`src/rtl/asse_map.svh`:
```
// Purpose: Register map, field positions and timing counts for the axis status block
// Assumes: 20 MHz pclk
// Notes:   Included by the top module and the bench
//
// Behaviour
// - Green lamp steady on when axis initialized, reference valid, not moving.
// - Green lamp dark while axis not initialized.
// - Green lamp blinks 1 Hz when initialized, reference invalid, stationary.
// - Green lamp blinks 2 Hz while initialized and moving; overrides steady and slow patterns.
// - Red lamp steady on while no axis error is recorded.
// - Red lamp blinks 1 Hz while any axis error is recorded.
// - Limit, brake, stage fault or time-out each count as axis error.
// - Fitted stage enable jumper permits stage activation regardless of release input.
// - Without jumper, activation only while external release (5 V) is asserted.
// - Neither jumper nor release: stages stay inactive, requests refused.
// - Stage runs only with the motor type it was preconfigured for.
// - Coding short means DC servo, open means two-phase stepper.
// - Coding sampled once after reset; mismatch raises readable stage error.
`ifndef ASSE_MAP_SVH
`define ASSE_MAP_SVH

`define ASSE_CLK_HZ         20000000
`define ASSE_SLOW_HZ        1
`define ASSE_FAST_HZ        2
// Half period counts for a 50 percent square wave
`define ASSE_SLOW_HALF      (`ASSE_CLK_HZ / (2 * `ASSE_SLOW_HZ))
`define ASSE_FAST_HALF      (`ASSE_CLK_HZ / (2 * `ASSE_FAST_HZ))

`define ASSE_OFF_CTRL       12'h000
`define ASSE_OFF_STAT       12'h004
`define ASSE_OFF_IRQ_STAT   12'h008
`define ASSE_OFF_IRQ_MASK   12'h00c
`define ASSE_OFF_SLOW_DIV   12'h010
`define ASSE_OFF_FAST_DIV   12'h014

// Control register fields
`define ASSE_CTRL_INIT      0
`define ASSE_CTRL_REF       1
`define ASSE_CTRL_MOVE      2
`define ASSE_CTRL_REQ       3
`define ASSE_CTRL_TYPE      4
`define ASSE_CTRL_TOUT      5

// Status / interrupt fields
`define ASSE_ST_ERR         0
`define ASSE_ST_STAGE_ERR   1
`define ASSE_ST_ALLOW       2
`define ASSE_ST_ACTIVE      3
`define ASSE_ST_TYPE        4
`define ASSE_ST_REFUSED     5
`define ASSE_IRQ_W          4
`define ASSE_IRQ_ERR        0
`define ASSE_IRQ_STAGE      1
`define ASSE_IRQ_REFUSE     2
`define ASSE_IRQ_ALLOW_LOST 3

`define ASSE_CTRL_RST       32'h0000_0000
`define ASSE_ZERO           32'h0000_0000

`endif

```
`src/rtl/asse_pkg.sv`:
```
// Purpose: Types for the axis status and stage enable block
// Assumes: Constants come from asse_map.svh
// Notes:   Motor types and the fault input group
package asse_pkg;

  // Motor type: 0 DC servo (coding short), 1 stepper (coding open)
  typedef enum logic
  {
    ASSE_MOTOR_DC   = 1'b0,
    ASSE_MOTOR_STEP = 1'b1
  } asse_motor_e;

  typedef enum logic [1:0]
  {
    ASSE_IDLE   = 2'b00,
    ASSE_SAMPLE = 2'b01,
    ASSE_RUN    = 2'b11
  } asse_state_e;

  typedef struct packed
  {
    logic limit_hit;
    logic brake_event;
    logic stage_fault;
  } asse_fault_s;

endpackage

```
`src/rtl/asse_top.sv`:
```
// Purpose: Axis status lamps and motor stage interlock with an APB register slave
// Assumes: All inputs synchronous to pclk; presetn asynchronous, active low
// Notes:   Registers: control, status, sticky irq status (clear on read), mask, dividers
`timescale 1ns/100ps
`default_nettype none
`include "asse_map.svh"

module asse_top
  import asse_pkg::*;
#(
  parameter logic [31:0] SLOW_HALF_DEF = 32'(`ASSE_SLOW_HALF),
  parameter logic [31:0] FAST_HALF_DEF = 32'(`ASSE_FAST_HALF),
  parameter asse_motor_e STAGE_TYPE    = ASSE_MOTOR_STEP
)
(
  input  wire logic        pclk,
  input  wire logic        presetn,
  input  wire logic        psel,
  input  wire logic        penable,
  input  wire logic        pwrite,
  input  wire logic [11:0] paddr,
  input  wire logic [31:0] pwdata,
  output logic      [31:0] prdata,
  output logic             pready,
  output logic             pslverr,
  input  wire asse_fault_s fault_in,
  input  wire logic        stage_enable_jumper,
  input  wire logic        ext_release,
  input  wire logic        motor_code_open,
  output logic             green_lamp,
  output logic             red_lamp,
  output logic             stage_active,
  output logic             irq
);

  // ----------------------------------------------------------------
  // Register state
  // ----------------------------------------------------------------
  logic [31:0]            ctrl;
  logic [31:0]            next_ctrl;
  logic [31:0]            slow_half;
  logic [31:0]            next_slow_half;
  logic [31:0]            fast_half;
  logic [31:0]            next_fast_half;
  logic [`ASSE_IRQ_W-1:0] irq_stat;
  logic [`ASSE_IRQ_W-1:0] next_irq_stat;
  logic [`ASSE_IRQ_W-1:0] irq_mask;
  logic [`ASSE_IRQ_W-1:0] next_irq_mask;
  logic [31:0]            next_prdata;
  logic [31:0]            stat_word;

  // ----------------------------------------------------------------
  // Motor coding and interlock
  // ----------------------------------------------------------------
  asse_state_e state;
  asse_state_e next_state;
  asse_motor_e motor_type;
  asse_motor_e next_motor_type;
  logic        stage_err;
  logic        next_stage_err;
  logic        allow;
  logic        allow_d;
  logic        axis_err;
  logic        req;
  logic        refused;
  logic        next_active;

  // ----------------------------------------------------------------
  // Blink dividers
  // ----------------------------------------------------------------
  logic [31:0] slow_cnt;
  logic [31:0] next_slow_cnt;
  logic [31:0] fast_cnt;
  logic [31:0] next_fast_cnt;
  logic        slow_wave;
  logic        next_slow_wave;
  logic        fast_wave;
  logic        next_fast_wave;
  logic        next_green;
  logic        next_red;

  function automatic logic [31:0] div_step(input logic [31:0] cnt, input logic [31:0] half);
    if (cnt + 32'h0000_0001 >= half)
    begin
      return `ASSE_ZERO;
    end
    return cnt + 32'h0000_0001;
  endfunction

  // Coding decode: short is DC servo, open is stepper
  always_comb
  begin
    next_state      = state;
    next_motor_type = motor_type;
    next_stage_err  = stage_err;
    case (state)
      ASSE_IDLE:
      begin
        next_state = ASSE_SAMPLE;
      end
      ASSE_SAMPLE:
      begin
        next_motor_type = motor_code_open ? ASSE_MOTOR_STEP : ASSE_MOTOR_DC;
        next_stage_err  = (motor_code_open ? ASSE_MOTOR_STEP : ASSE_MOTOR_DC)
                          != STAGE_TYPE;
        next_state      = ASSE_RUN;
      end
      default:
      begin
        next_state = ASSE_RUN;
      end
    endcase
  end

  assign allow    = stage_enable_jumper | ext_release;
  assign axis_err = fault_in.limit_hit | fault_in.brake_event | fault_in.stage_fault
                    | stage_err | ctrl[`ASSE_CTRL_TOUT];
  assign req      = ctrl[`ASSE_CTRL_REQ];
  // Stage off until coding checked and matched
  assign next_active = req & allow & (state == ASSE_RUN) & ~stage_err;
  assign refused     = req & ~next_active;

  always_ff @(posedge pclk or negedge presetn)
  begin
    if (!presetn)
    begin
      state        <= ASSE_IDLE;
      motor_type   <= ASSE_MOTOR_DC;
      stage_err    <= 1'b0;
      stage_active <= 1'b0;
      allow_d      <= 1'b0;
    end
    else
    begin
      state        <= next_state;
      motor_type   <= next_motor_type;
      stage_err    <= next_stage_err;
      stage_active <= next_active;
      allow_d      <= allow;
    end
  end

  // ----------------------------------------------------------------
  // Blink waves and lamp patterns
  // ----------------------------------------------------------------
  // Phase restarts at reset; a shorter new half period wraps at once
  always_comb
  begin
    next_slow_cnt  = div_step(slow_cnt, slow_half);
    next_fast_cnt  = div_step(fast_cnt, fast_half);
    next_slow_wave = (next_slow_cnt == `ASSE_ZERO) ? ~slow_wave : slow_wave;
    next_fast_wave = (next_fast_cnt == `ASSE_ZERO) ? ~fast_wave : fast_wave;
    if (!ctrl[`ASSE_CTRL_INIT])
    begin
      next_green = 1'b0;
    end
    else if (ctrl[`ASSE_CTRL_MOVE])
    begin
      next_green = fast_wave;
    end
    else if (ctrl[`ASSE_CTRL_REF])
    begin
      next_green = 1'b1;
    end
    else
    begin
      next_green = slow_wave;
    end
    next_red = axis_err ? slow_wave : 1'b1;
  end

  always_ff @(posedge pclk or negedge presetn)
  begin
    if (!presetn)
    begin
      slow_cnt   <= `ASSE_ZERO;
      fast_cnt   <= `ASSE_ZERO;
      slow_wave  <= 1'b1;
      fast_wave  <= 1'b1;
      green_lamp <= 1'b0;
      red_lamp   <= 1'b0;
    end
    else
    begin
      slow_cnt   <= next_slow_cnt;
      fast_cnt   <= next_fast_cnt;
      slow_wave  <= next_slow_wave;
      fast_wave  <= next_fast_wave;
      green_lamp <= next_green;
      red_lamp   <= next_red;
    end
  end

  // ----------------------------------------------------------------
  // APB slave, zero wait states
  // ----------------------------------------------------------------
  logic acc;
  logic wr;
  logic rd;
  logic [`ASSE_IRQ_W-1:0] events;

  assign acc     = psel & penable;
  assign wr      = acc & pwrite;
  // Read data captured at the setup edge so it stands through the access phase
  assign rd      = psel & ~penable & ~pwrite;
  assign pready  = 1'b1;
  assign pslverr = 1'b0;

  assign stat_word = {26'h000_0000, refused, motor_type, stage_active, allow,
                      stage_err, axis_err};
  assign events = {allow_d & ~allow, refused, stage_err, axis_err};
  assign irq    = |(irq_stat & irq_mask);

  always_comb
  begin
    next_ctrl      = ctrl;
    next_slow_half = slow_half;
    next_fast_half = fast_half;
    next_irq_mask  = irq_mask;
    next_irq_stat  = irq_stat;
    next_prdata    = prdata;
    if (wr)
    begin
      if (paddr == `ASSE_OFF_CTRL)
      begin
        next_ctrl = pwdata;
      end
      else if (paddr == `ASSE_OFF_IRQ_MASK)
      begin
        next_irq_mask = pwdata[`ASSE_IRQ_W-1:0];
      end
      else if (paddr == `ASSE_OFF_SLOW_DIV)
      begin
        next_slow_half = pwdata;
      end
      else if (paddr == `ASSE_OFF_FAST_DIV)
      begin
        next_fast_half = pwdata;
      end
    end
    if (rd)
    begin
      if (paddr == `ASSE_OFF_CTRL)
      begin
        next_prdata = ctrl;
      end
      else if (paddr == `ASSE_OFF_STAT)
      begin
        next_prdata = stat_word;
      end
      else if (paddr == `ASSE_OFF_IRQ_STAT)
      begin
        // Clear comes with the capture, so an event in this cycle is kept
        next_prdata   = {28'h000_0000, irq_stat};
        next_irq_stat = '0;
      end
      else if (paddr == `ASSE_OFF_IRQ_MASK)
      begin
        next_prdata = {28'h000_0000, irq_mask};
      end
      else if (paddr == `ASSE_OFF_SLOW_DIV)
      begin
        next_prdata = slow_half;
      end
      else if (paddr == `ASSE_OFF_FAST_DIV)
      begin
        next_prdata = fast_half;
      end
      else
      begin
        next_prdata = `ASSE_ZERO;
      end
    end
    // Set wins over read clear
    next_irq_stat = next_irq_stat | events;
  end

  always_ff @(posedge pclk or negedge presetn)
  begin
    if (!presetn)
    begin
      ctrl      <= `ASSE_CTRL_RST;
      slow_half <= SLOW_HALF_DEF;
      fast_half <= FAST_HALF_DEF;
      irq_stat  <= '0;
      irq_mask  <= '0;
      prdata    <= `ASSE_ZERO;
    end
    else
    begin
      ctrl      <= next_ctrl;
      slow_half <= next_slow_half;
      fast_half <= next_fast_half;
      irq_stat  <= next_irq_stat;
      irq_mask  <= next_irq_mask;
      prdata    <= next_prdata;
    end
  end

endmodule

`default_nettype wire

```
`config.mk`:
```
export PLATFORM = sky130hd
export DESIGN_NAME = asse_top
export DESIGN_NICKNAME = d
export VERILOG_FILES = /design/src/rtl/asse_pkg.sv /design/src/rtl/asse_top.sv
export VERILOG_INCLUDE_DIRS = /design/src /design/src/rtl
export SDC_FILE = /design/constraint.sdc
export NUM_CORES = 1
export LEC_CHECK = 0
export ABC_AREA = 1
export BUFFER_PORTS_ARGS = -buffer_cell sky130_fd_sc_hd__buf_2
export CORE_MARGIN = 2
export CORE_UTILIZATION = 55
export CTS_CLUSTER_DIAMETER = 120
export DETAILED_ROUTE_END_ITERATION = 8
export PLACE_DENSITY = 0.83
export SETUP_SLACK_MARGIN = 0.02
export SYNTH_ARGS = -nofsm -noshare
export SYNTH_HDL_FRONTEND = slang
export SYNTH_SLANG_ARGS = --single-unit
```
`constraint.sdc`:
```
create_clock -name pclk -period 8.4 [get_ports pclk]
set_clock_uncertainty 0.15 [all_clocks]
set_input_delay 0.42 -clock pclk [delete_from_list [all_inputs] [get_ports pclk]]
set_output_delay 0.42 -clock pclk [all_outputs]
set_load 0.02 [all_outputs]
```
==> results of run 1 <==
flip-flops by register name, indices dropped and copies added, names as in the netlist:
name,flops
ctrl,32
fast_cnt,32
fast_half,32
prdata,32
slow_cnt,32
slow_half,32
irq_mask,4
irq_stat,4
state,2
allow_d,1
fast_wave,1
green_lamp,1
motor_type,1
red_lamp,1
slow_wave,1
stage_active,1
stage_err,1
area by class of cell:
class,instances,area share [%]
Inverter,262,7.156
Sequential cell,210,38.40
Clock buffer,32,4.953
Clock inverter,11,1.074
Timing Repair Buffer,102,4.070
Tap cell,280,2.549
Multi-Input combinational cell,1111,41.80
cell usage in the layout (no fill, tap or decap), types with 18 or more instances in the layout:
cell type    n
nand3_1     62
o21ai_0    106
buf_2       89
dfrtp_1    192
xor2_1      20
nor3_1      23
nand2_1    459
nor2_1     174
inv_1      256
ha_1        66
clkbuf_16   24
a21oi_1     38
dfstp_2     18
o22ai_1     31
o22a_1      25
synth_stat cells, types with 7 or more instances:
library cell  instances  area [µm²]
clkbuf_1             30       112.6
nand2_1             461        1730
nor2_1              174       653.1
nor3_1               24       120.1
ha_1                 66       825.8
nand3_1              62       310.3
xor2_1               20       175.2
o22ai_1              31       193.9
o221ai_1              7       61.31
o211ai_1              9       67.56
nor2_4                8       90.09
dfstp_2              18       473.0
nand4_1              10       62.56
buf_2                10       50.05
dfrtp_1             192        4805
a21o_1                7       52.55
o22a_1               25       219.0
o21ai_0             106       530.5
a21oi_1              38       190.2
inv_1               256       960.9
nor2_2               10       62.56
stage by stage:
| stage | setup slack (ns) | area [µm²] |
|---|---|---|
| 2_1_floorplan | 5.280 | 12180 |
| 3_3_place_gp | 3.841 | 12870 |
| 3_5_place_dp | 3.704 | 12870 |
| 4_1_cts | 3.664 | 13740 |
| 5_1_grt | 3.146 | 13740 |
| 6_report | 3.632 | 13740 |
per-layer routing:
layer / wire [µm] / vias up / track usage [%] / share of wire (%)
met2: 15090 / 410 / 46.38 / 46
met5: 0 / - / 0 / 0
li1: - / 5336 / - / -
met3: 2410 / 76 / 5.205 / 7.3
met1: 14090 / 5200 / 38.57 / 43
met4: 1255 / 0 / 10.10 / 3.8
worst max path at each step:
| stage | start | to | slack, ns | cells past startpoint |
|---|---|---|---|---|
| finish | slow_cnt[0] | slow_wave | 3.63 | 24 |
| global placement | slow_cnt[0] | slow_wave | 3.84 | 24 |
| global route | slow_cnt[0] | slow_wave | 3.15 | 24 |
| detailed placement | slow_cnt[0] | slow_wave | 3.70 | 24 |
| CTS | slow_cnt[0] | slow_wave | 3.66 | 24 |
| floorplan | fast_cnt[0] | fast_wave | 5.28 | 27 |
cell families (layout without fill, tap and decap cells):
group,Yosys count,after routing,synth area share (%)
AOI/OAI and AO/OA,245,245,12.09
and+or+nand+nor,775,775,26.54
xor gates and xnor gates,22,22,1.582
buffers and inverters,306,407,9.597
DFF,210,210,43.34
other,2,3,0.06168
adders and majority gates,66,66,6.782
timing repair:
item / in CTS / in global routing
endpoints found under the hold margin: 59 / 0
hold buffers: 4 / 0
setup buffers: 0 / 0
power by group through the flow:
stage | registers, mW | clock network, mW | logic [mW]
final | 1.08 | 1.09 | 0.274
after global routing | 1.08 | 1.14 | 0.301
after CTS | 1.08 | 1.10 | 0.274
after detailed placement | 1.09 | 0 | 0.272
after global placement | 1.09 | 0 | 0.265
after floorplan | 1.11 | 0 | 0.138
tightest hold or removal path, delay by kind of cell:
kind                   cells  cell delay, ns
buffers and inverters      2            0.17
AOI/OAI and AO/OA          1            0.09
==> results.md, run 1 <==
- Overall routing resource usage: between 20 and 30%
- Clock transition time at the flip-flop clock pins of the worst setup and hold paths: approximately 0.06 ns
- CTS tree: built
- Least-Margin Pin Slew: approximately 1.1 ns
- Placer Congestion: around 1
- Reg2reg start: slow_cnt[0]
- Clock sink count: 210
- Core Rows: between 50 and 60
- Critical path's top delay family: simple AND/OR/NAND/NOR gates
- Post-Synthesis Cells: 1626
- # placed instances: approximately 2000
- Post-DR wirelength/cell: 16.36 µm
- Net Switching: about 0.65 mW
- Port bufs: 90
- EDFF count, synth: 0
- Post-synth top flop: dfrtp_1
- Total Power: 2.438 mW
- # nets final: around 1800
- Non-Filler Instances: between 2000 and 2500
- FF-to-FF setup slack: ~3.6 ns
- Hold Crit Start: pwdata[19]
- Clock Power Share: about 45%
- Initial core utilization: 55.97%
- Clock root cell: clkbuf_16
- Number of diodes: 0
- Via count: around 11000
- Worst Hold End: slow_half[19]
- Max incr delay on CP: between 0.8 and 0.9 ns
- R2R Path End: slow_wave
- Unique masters post-synth: 45
- Final core occ: between 60% and 70%
- Total Die Area: 0.02335 mm²
- Max VDD drop: roughly 160 µV
- Required time of the worst setup path: 8.71 ns
- Number of global-route vias before repair: around 11000
- Share of post-route cells with drive strength above 1: about 12%
- Worst Path Max Fanout: 25
- Hold Crit Depth: 3
- Sw Ratio: about a quarter
- Fin. max-slew vios: 0
- Remaining DRCs: 0
- Critical Path AT: roughly 5.1 ns
- Resize count post-CTS: 0
- Initial drt markers: 831
- Fillers: 1873
- Multi-input gate area: about 0.0057 mm²
- Sequential share of power: 44.2%
- GRT overflow: 0
- Detailed Routing Iterations Pass 1: 6
- Area of the core: ~0.022 mm²
- Synth-to-layout area growth: 12.86%
- Die Y: between 150 and 200 µm
- Minimum clock period: 4.768 ns
- Relative slew slack: a little over a quarter
- Synth warnings: 0
- P per Cell Area: around 180 mW/mm²
- Htree depth: 1
- Fin Setup TNS: 0 ns
- CTS Buf Count: 24
- WL final: 32.84 mm
- Syn avg cell area: between 7 and 8 µm²
- Register area share after synthesis: 43.34%
- Critical path launch point type: flop
- Gate power share: roughly 11%
- Status: complete, no violations
- Maximum clock frequency: 209.7 MHz
- Bufs and invs on worst path: 3
- Power Internal: 1.791 mW
- First-pass GRT wire length: around 54 mm
- Via density: ~5.5
- Seq cells post-synth: 210
- Max Cap Viol: 0
- Dpl hpwl: between 20 and 25 mm
- Slowest cell on crit path: a21oi_1
- Post-Syn Area: about 0.012 mm²
- Unrepaired setup endpoints after global routing: no
- Die outline width: 152.8 µm
- Clock latency on the worst-skew pair: around 0.53 ns
- Worst hold slack: about 0.012 ns
- Final setup fails: 0
- Initial antenna violation count: 0
- Setup crit end kind: flop
- Post-route clock period utilization: 56.76%
- Register area: roughly 0.0053 mm²
- Largest net degree at the start of global routing: 76
- Most used cell, CP: nand2_1
- Leak: around 6.8 nW
- Hold Crit Class: primary input to flop
- Worst-case clock buffer depth: 3
- Worst setup path class: flop to flop
- Cell count of the worst reg-to-reg path: 24
- Ys async rst share: between 90% and 100%
- Post-route ant nets: 0
- I/O Pins: between 90 and 100
- Fin. Hold Viols: 0
- Critical-path cell list: ha_1 > nand3_2 > nor2_4 > nand4_1 > nand2_1 > inv_1 > or2_1 > inv_1 > ha_1 > nand2_1 > inv_1 > nand2_1 > nand2_1 > nand2_1 > nand2_1 > a21oi_1 > nand2_1 > a21oi_1 > nor2_1 > nand2_1 > nor2_2 > nand2_1 > nand2_1 > nand2_1
(Power assumes the default switching activity.)
==> run 2: changes to the inputs <==
--- a/config.mk
+++ b/config.mk
@@ -12,7 +12,7 @@
 export CORE_UTILIZATION = 55
 export CTS_CLUSTER_DIAMETER = 120
 export DETAILED_ROUTE_END_ITERATION = 8
-export PLACE_DENSITY = 0.83
+export PLACE_DENSITY = 0.86
 export SETUP_SLACK_MARGIN = 0.02
 export SYNTH_ARGS = -nofsm -noshare
 export SYNTH_HDL_FRONTEND = slang
==> constraint.sdc (replaced) <==
create_clock -name pclk -period 4.35 [get_ports pclk]
set_clock_uncertainty 0.15 [all_clocks]
set_input_delay 0.2175 -clock pclk [delete_from_list [all_inputs] [get_ports pclk]]
set_output_delay 0.2175 -clock pclk [all_outputs]
set_load 0.02 [all_outputs]
==> run 2 against run 1 <==
Against the previous run: combinational power rose by 110%; sequential share of layout area decreased by 1.1 points; largest power group unchanged; register-to-register slack got worse by 3.1 ns; final area rose by 2.8%; hold slack improved by 0.049 ns; global-route usage increased by 0.95 points.
==> results.md, run 2 (synthesis results as in run 1) <==
- Status: complete, no violations
- Max Cap Viol: 0
- GRT overflow: 0
- Critical-path cell list: ha_1 > nand3_2 > nor2_4 > nand4_1 > nor2_1 > or2_1 > inv_1 > ha_1 > nand2_1 > inv_1 > nand4_1 > nor3_1 > nand2_1 > nand2_1 > a21oi_1 > nor2_1 > nand2_1 > nor2_2 > nand2_1 > nand2_1 > nand2_1
- Relative slew slack: approximately a third
- Non-Filler Instances: between 2000 and 2500
- Required time of the worst setup path: roughly 4.7 ns
- # nets final: ~1900
- Clock latency on the worst-skew pair: around 0.54 ns
- Hold Crit Class: primary input to flop
- Synth-to-layout area growth: 16.07%
- Fin. max-slew vios: 0
- Placer Congestion: between 0.9 and 1
- # placed instances: roughly 2000
- Unrepaired setup endpoints after global routing: no
- First-pass GRT wire length: ~56 mm
- Via density: about 5.5
- Most used cell, CP: nand2_1
- Die outline width: 152.8 µm
- Setup crit end kind: flop
- Initial antenna violation count: 0
- Dpl hpwl: ~24 mm
- Power Internal: approximately 3.6 mW
- Hold Buf Count CTS: 36
- Worst-case clock buffer depth: 3
- Setup WS pre-CTS: just under 0.6 ns
- CTS tree: built
- Maximum clock frequency: roughly 260 MHz
- Fin. Hold Viols: 0
- DP Area: roughly 0.013 mm²
- Overall routing resource usage: between 20 and 30%
- Detailed Routing Iterations Pass 1: 6
- Area of the core: about 0.022 mm²
- Number of post-CTS setup repair buffers: 0
- Worst Path Max Fanout: 15
- Clock Power Share: 45.2%
- Htree depth: 1
- Initial drt markers: approximately 870
- Sw Ratio: about a quarter
- Sequential share of power: 42.9%
- Most frequent cells in the layout: nand2_1 (459), inv_1 (256), dfrtp_1 (192)
- Critical path's top delay family: simple AND/OR/NAND/NOR gates
- Core Rows: 54
- Critical path launch point type: flop
- Clock sink count: 210
- Share of post-route cells with drive strength above 1: 11.43%
- Max incr delay on CP: approximately 0.45 ns
- Clock transition time at the flip-flop clock pins of the worst setup and hold paths: about 0.060 ns
- Resize count post-CTS: 0
- P per Cell Area: about 340 mW/mm²
- CTS Buf Count: 24
- Via count: 11340
- Worst setup path class: flop to flop
- Bufs and invs on worst path: 2
- Minimum clock period: between 3 and 4 ns
- Clock root cell: clkbuf_16
- Initial core utilization: between 50% and 60%
- Number of global-route vias before repair: between 10000 and 15000
- Design Area, Final: approximately 0.014 mm²
- Least-Margin Pin Slew: 1.003 ns
- Slowest cell on crit path: dfrtp_1
- Die Y: 152.8 µm
- Net Switching: 1.292 mW
- I/O Pins: 93
- Post-DR wirelength/cell: 16.81 µm
- Gate power share: 11.9%
- Most common cell after layout, fill and taps aside: nand2_1
- Post-route ant nets: 0
- Total Die Area: ~0.023 mm²
- Number of diodes: 0
- Final setup fails: 0
- Fin Setup TNS: 0 ns
- Remaining DRCs: 0
- Leak: between 6 and 7 nW
- Largest net degree at the start of global routing: 120
- Post-route clock period utilization: 87.66%
- Max VDD drop: a little under 300 µV
- Critical Path AT: about 4.1 ns
- WL final: between 30 and 40 mm
- Port bufs: 90
- Final setup margin: about 0.54 ns
-- run 2: changes by cell type in the layout (fill, tap and decap cells not counted) --
cell / change
clkbuf_1: +6
dlygate4sd3_1: +32
buf_4: +7
clkbuf_8: -3
clkinv_2: -3
clkinv_4: -1
bufinv_16: +2
-- run 2: power by group through the flow --
stage | registers (mW) | logic (mW) | clock network, mW
after floorplan | 2.15 | 0.267 | 0
after global placement | 2.11 | 0.526 | 0
after detailed placement | 2.12 | 0.539 | 0
after CTS | 2.08 | 0.569 | 2.21
after global routing | 2.09 | 0.625 | 2.30
final | 2.08 | 0.578 | 2.19
-- run 2: per-stage QoR --
stage,util (%),total power [mW],hold WS (ns)
3_3_place_gp,59.42,2.638,0.2854
4_1_cts,64.96,4.857,0.009005
6_report,64.96,4.855,0.06170
3_5_place_dp,59.42,2.655,0.2952
2_1_floorplan,-,2.417,-0.2281
5_1_grt,64.96,5.014,0.07086
-- run 2: layout make-up --
| cell class | count | area, µm² |
|---|---|---|
| clock inverter | 9 | 183.9 |
| multi-input combinational | 1111 | 5744 |
| sequential | 210 | 5278 |
| fill | 1787 | 7622 |
| clock buffer | 35 | 661.9 |
| tap | 280 | 350.3 |
| inverter | 262 | 983.4 |
| timing repair buffer | 141 | 932.1 |
-- run 2: worst reg2reg max path: cells and delay by family (launching register included) --
family	cells	cell delay, ns
simple gates	16	2.42
fa+ha+maj	2	0.53
flops	1	0.45
buf+inv	2	0.13
compound gates	1	0.08
-- run 2: routing by layer --
metal  GRT usage, %  part of all wire (%)  wire (µm)  vias up
met3          5.916                   8.0       2769      130
met5              0                     0          0        -
met1          39.18                    42      14400     5321
met2          47.32                    46      15720      470
met4          12.35                   4.5       1536        0
li1               -                     -          -     5421
-- run 2: path summary, 6_finish.rpt --
kind / end / slack, ns / start / depth (start not counted)
setup / recovery: slow_wave / 0.54 / slow_cnt[0] / 21
hold / removal: red_lamp / 0.06 / fault_in[0] / 4
setup reg to reg: slow_wave / 0.54 / slow_cnt[0] / 21
hold reg to reg: irq_stat[3] / 0.33 / allow_d / 2
max in group asynchronous: fast_wave / 2.65 / presetn / 3
min in group asynchronous: red_lamp / 0.25 / presetn / 2
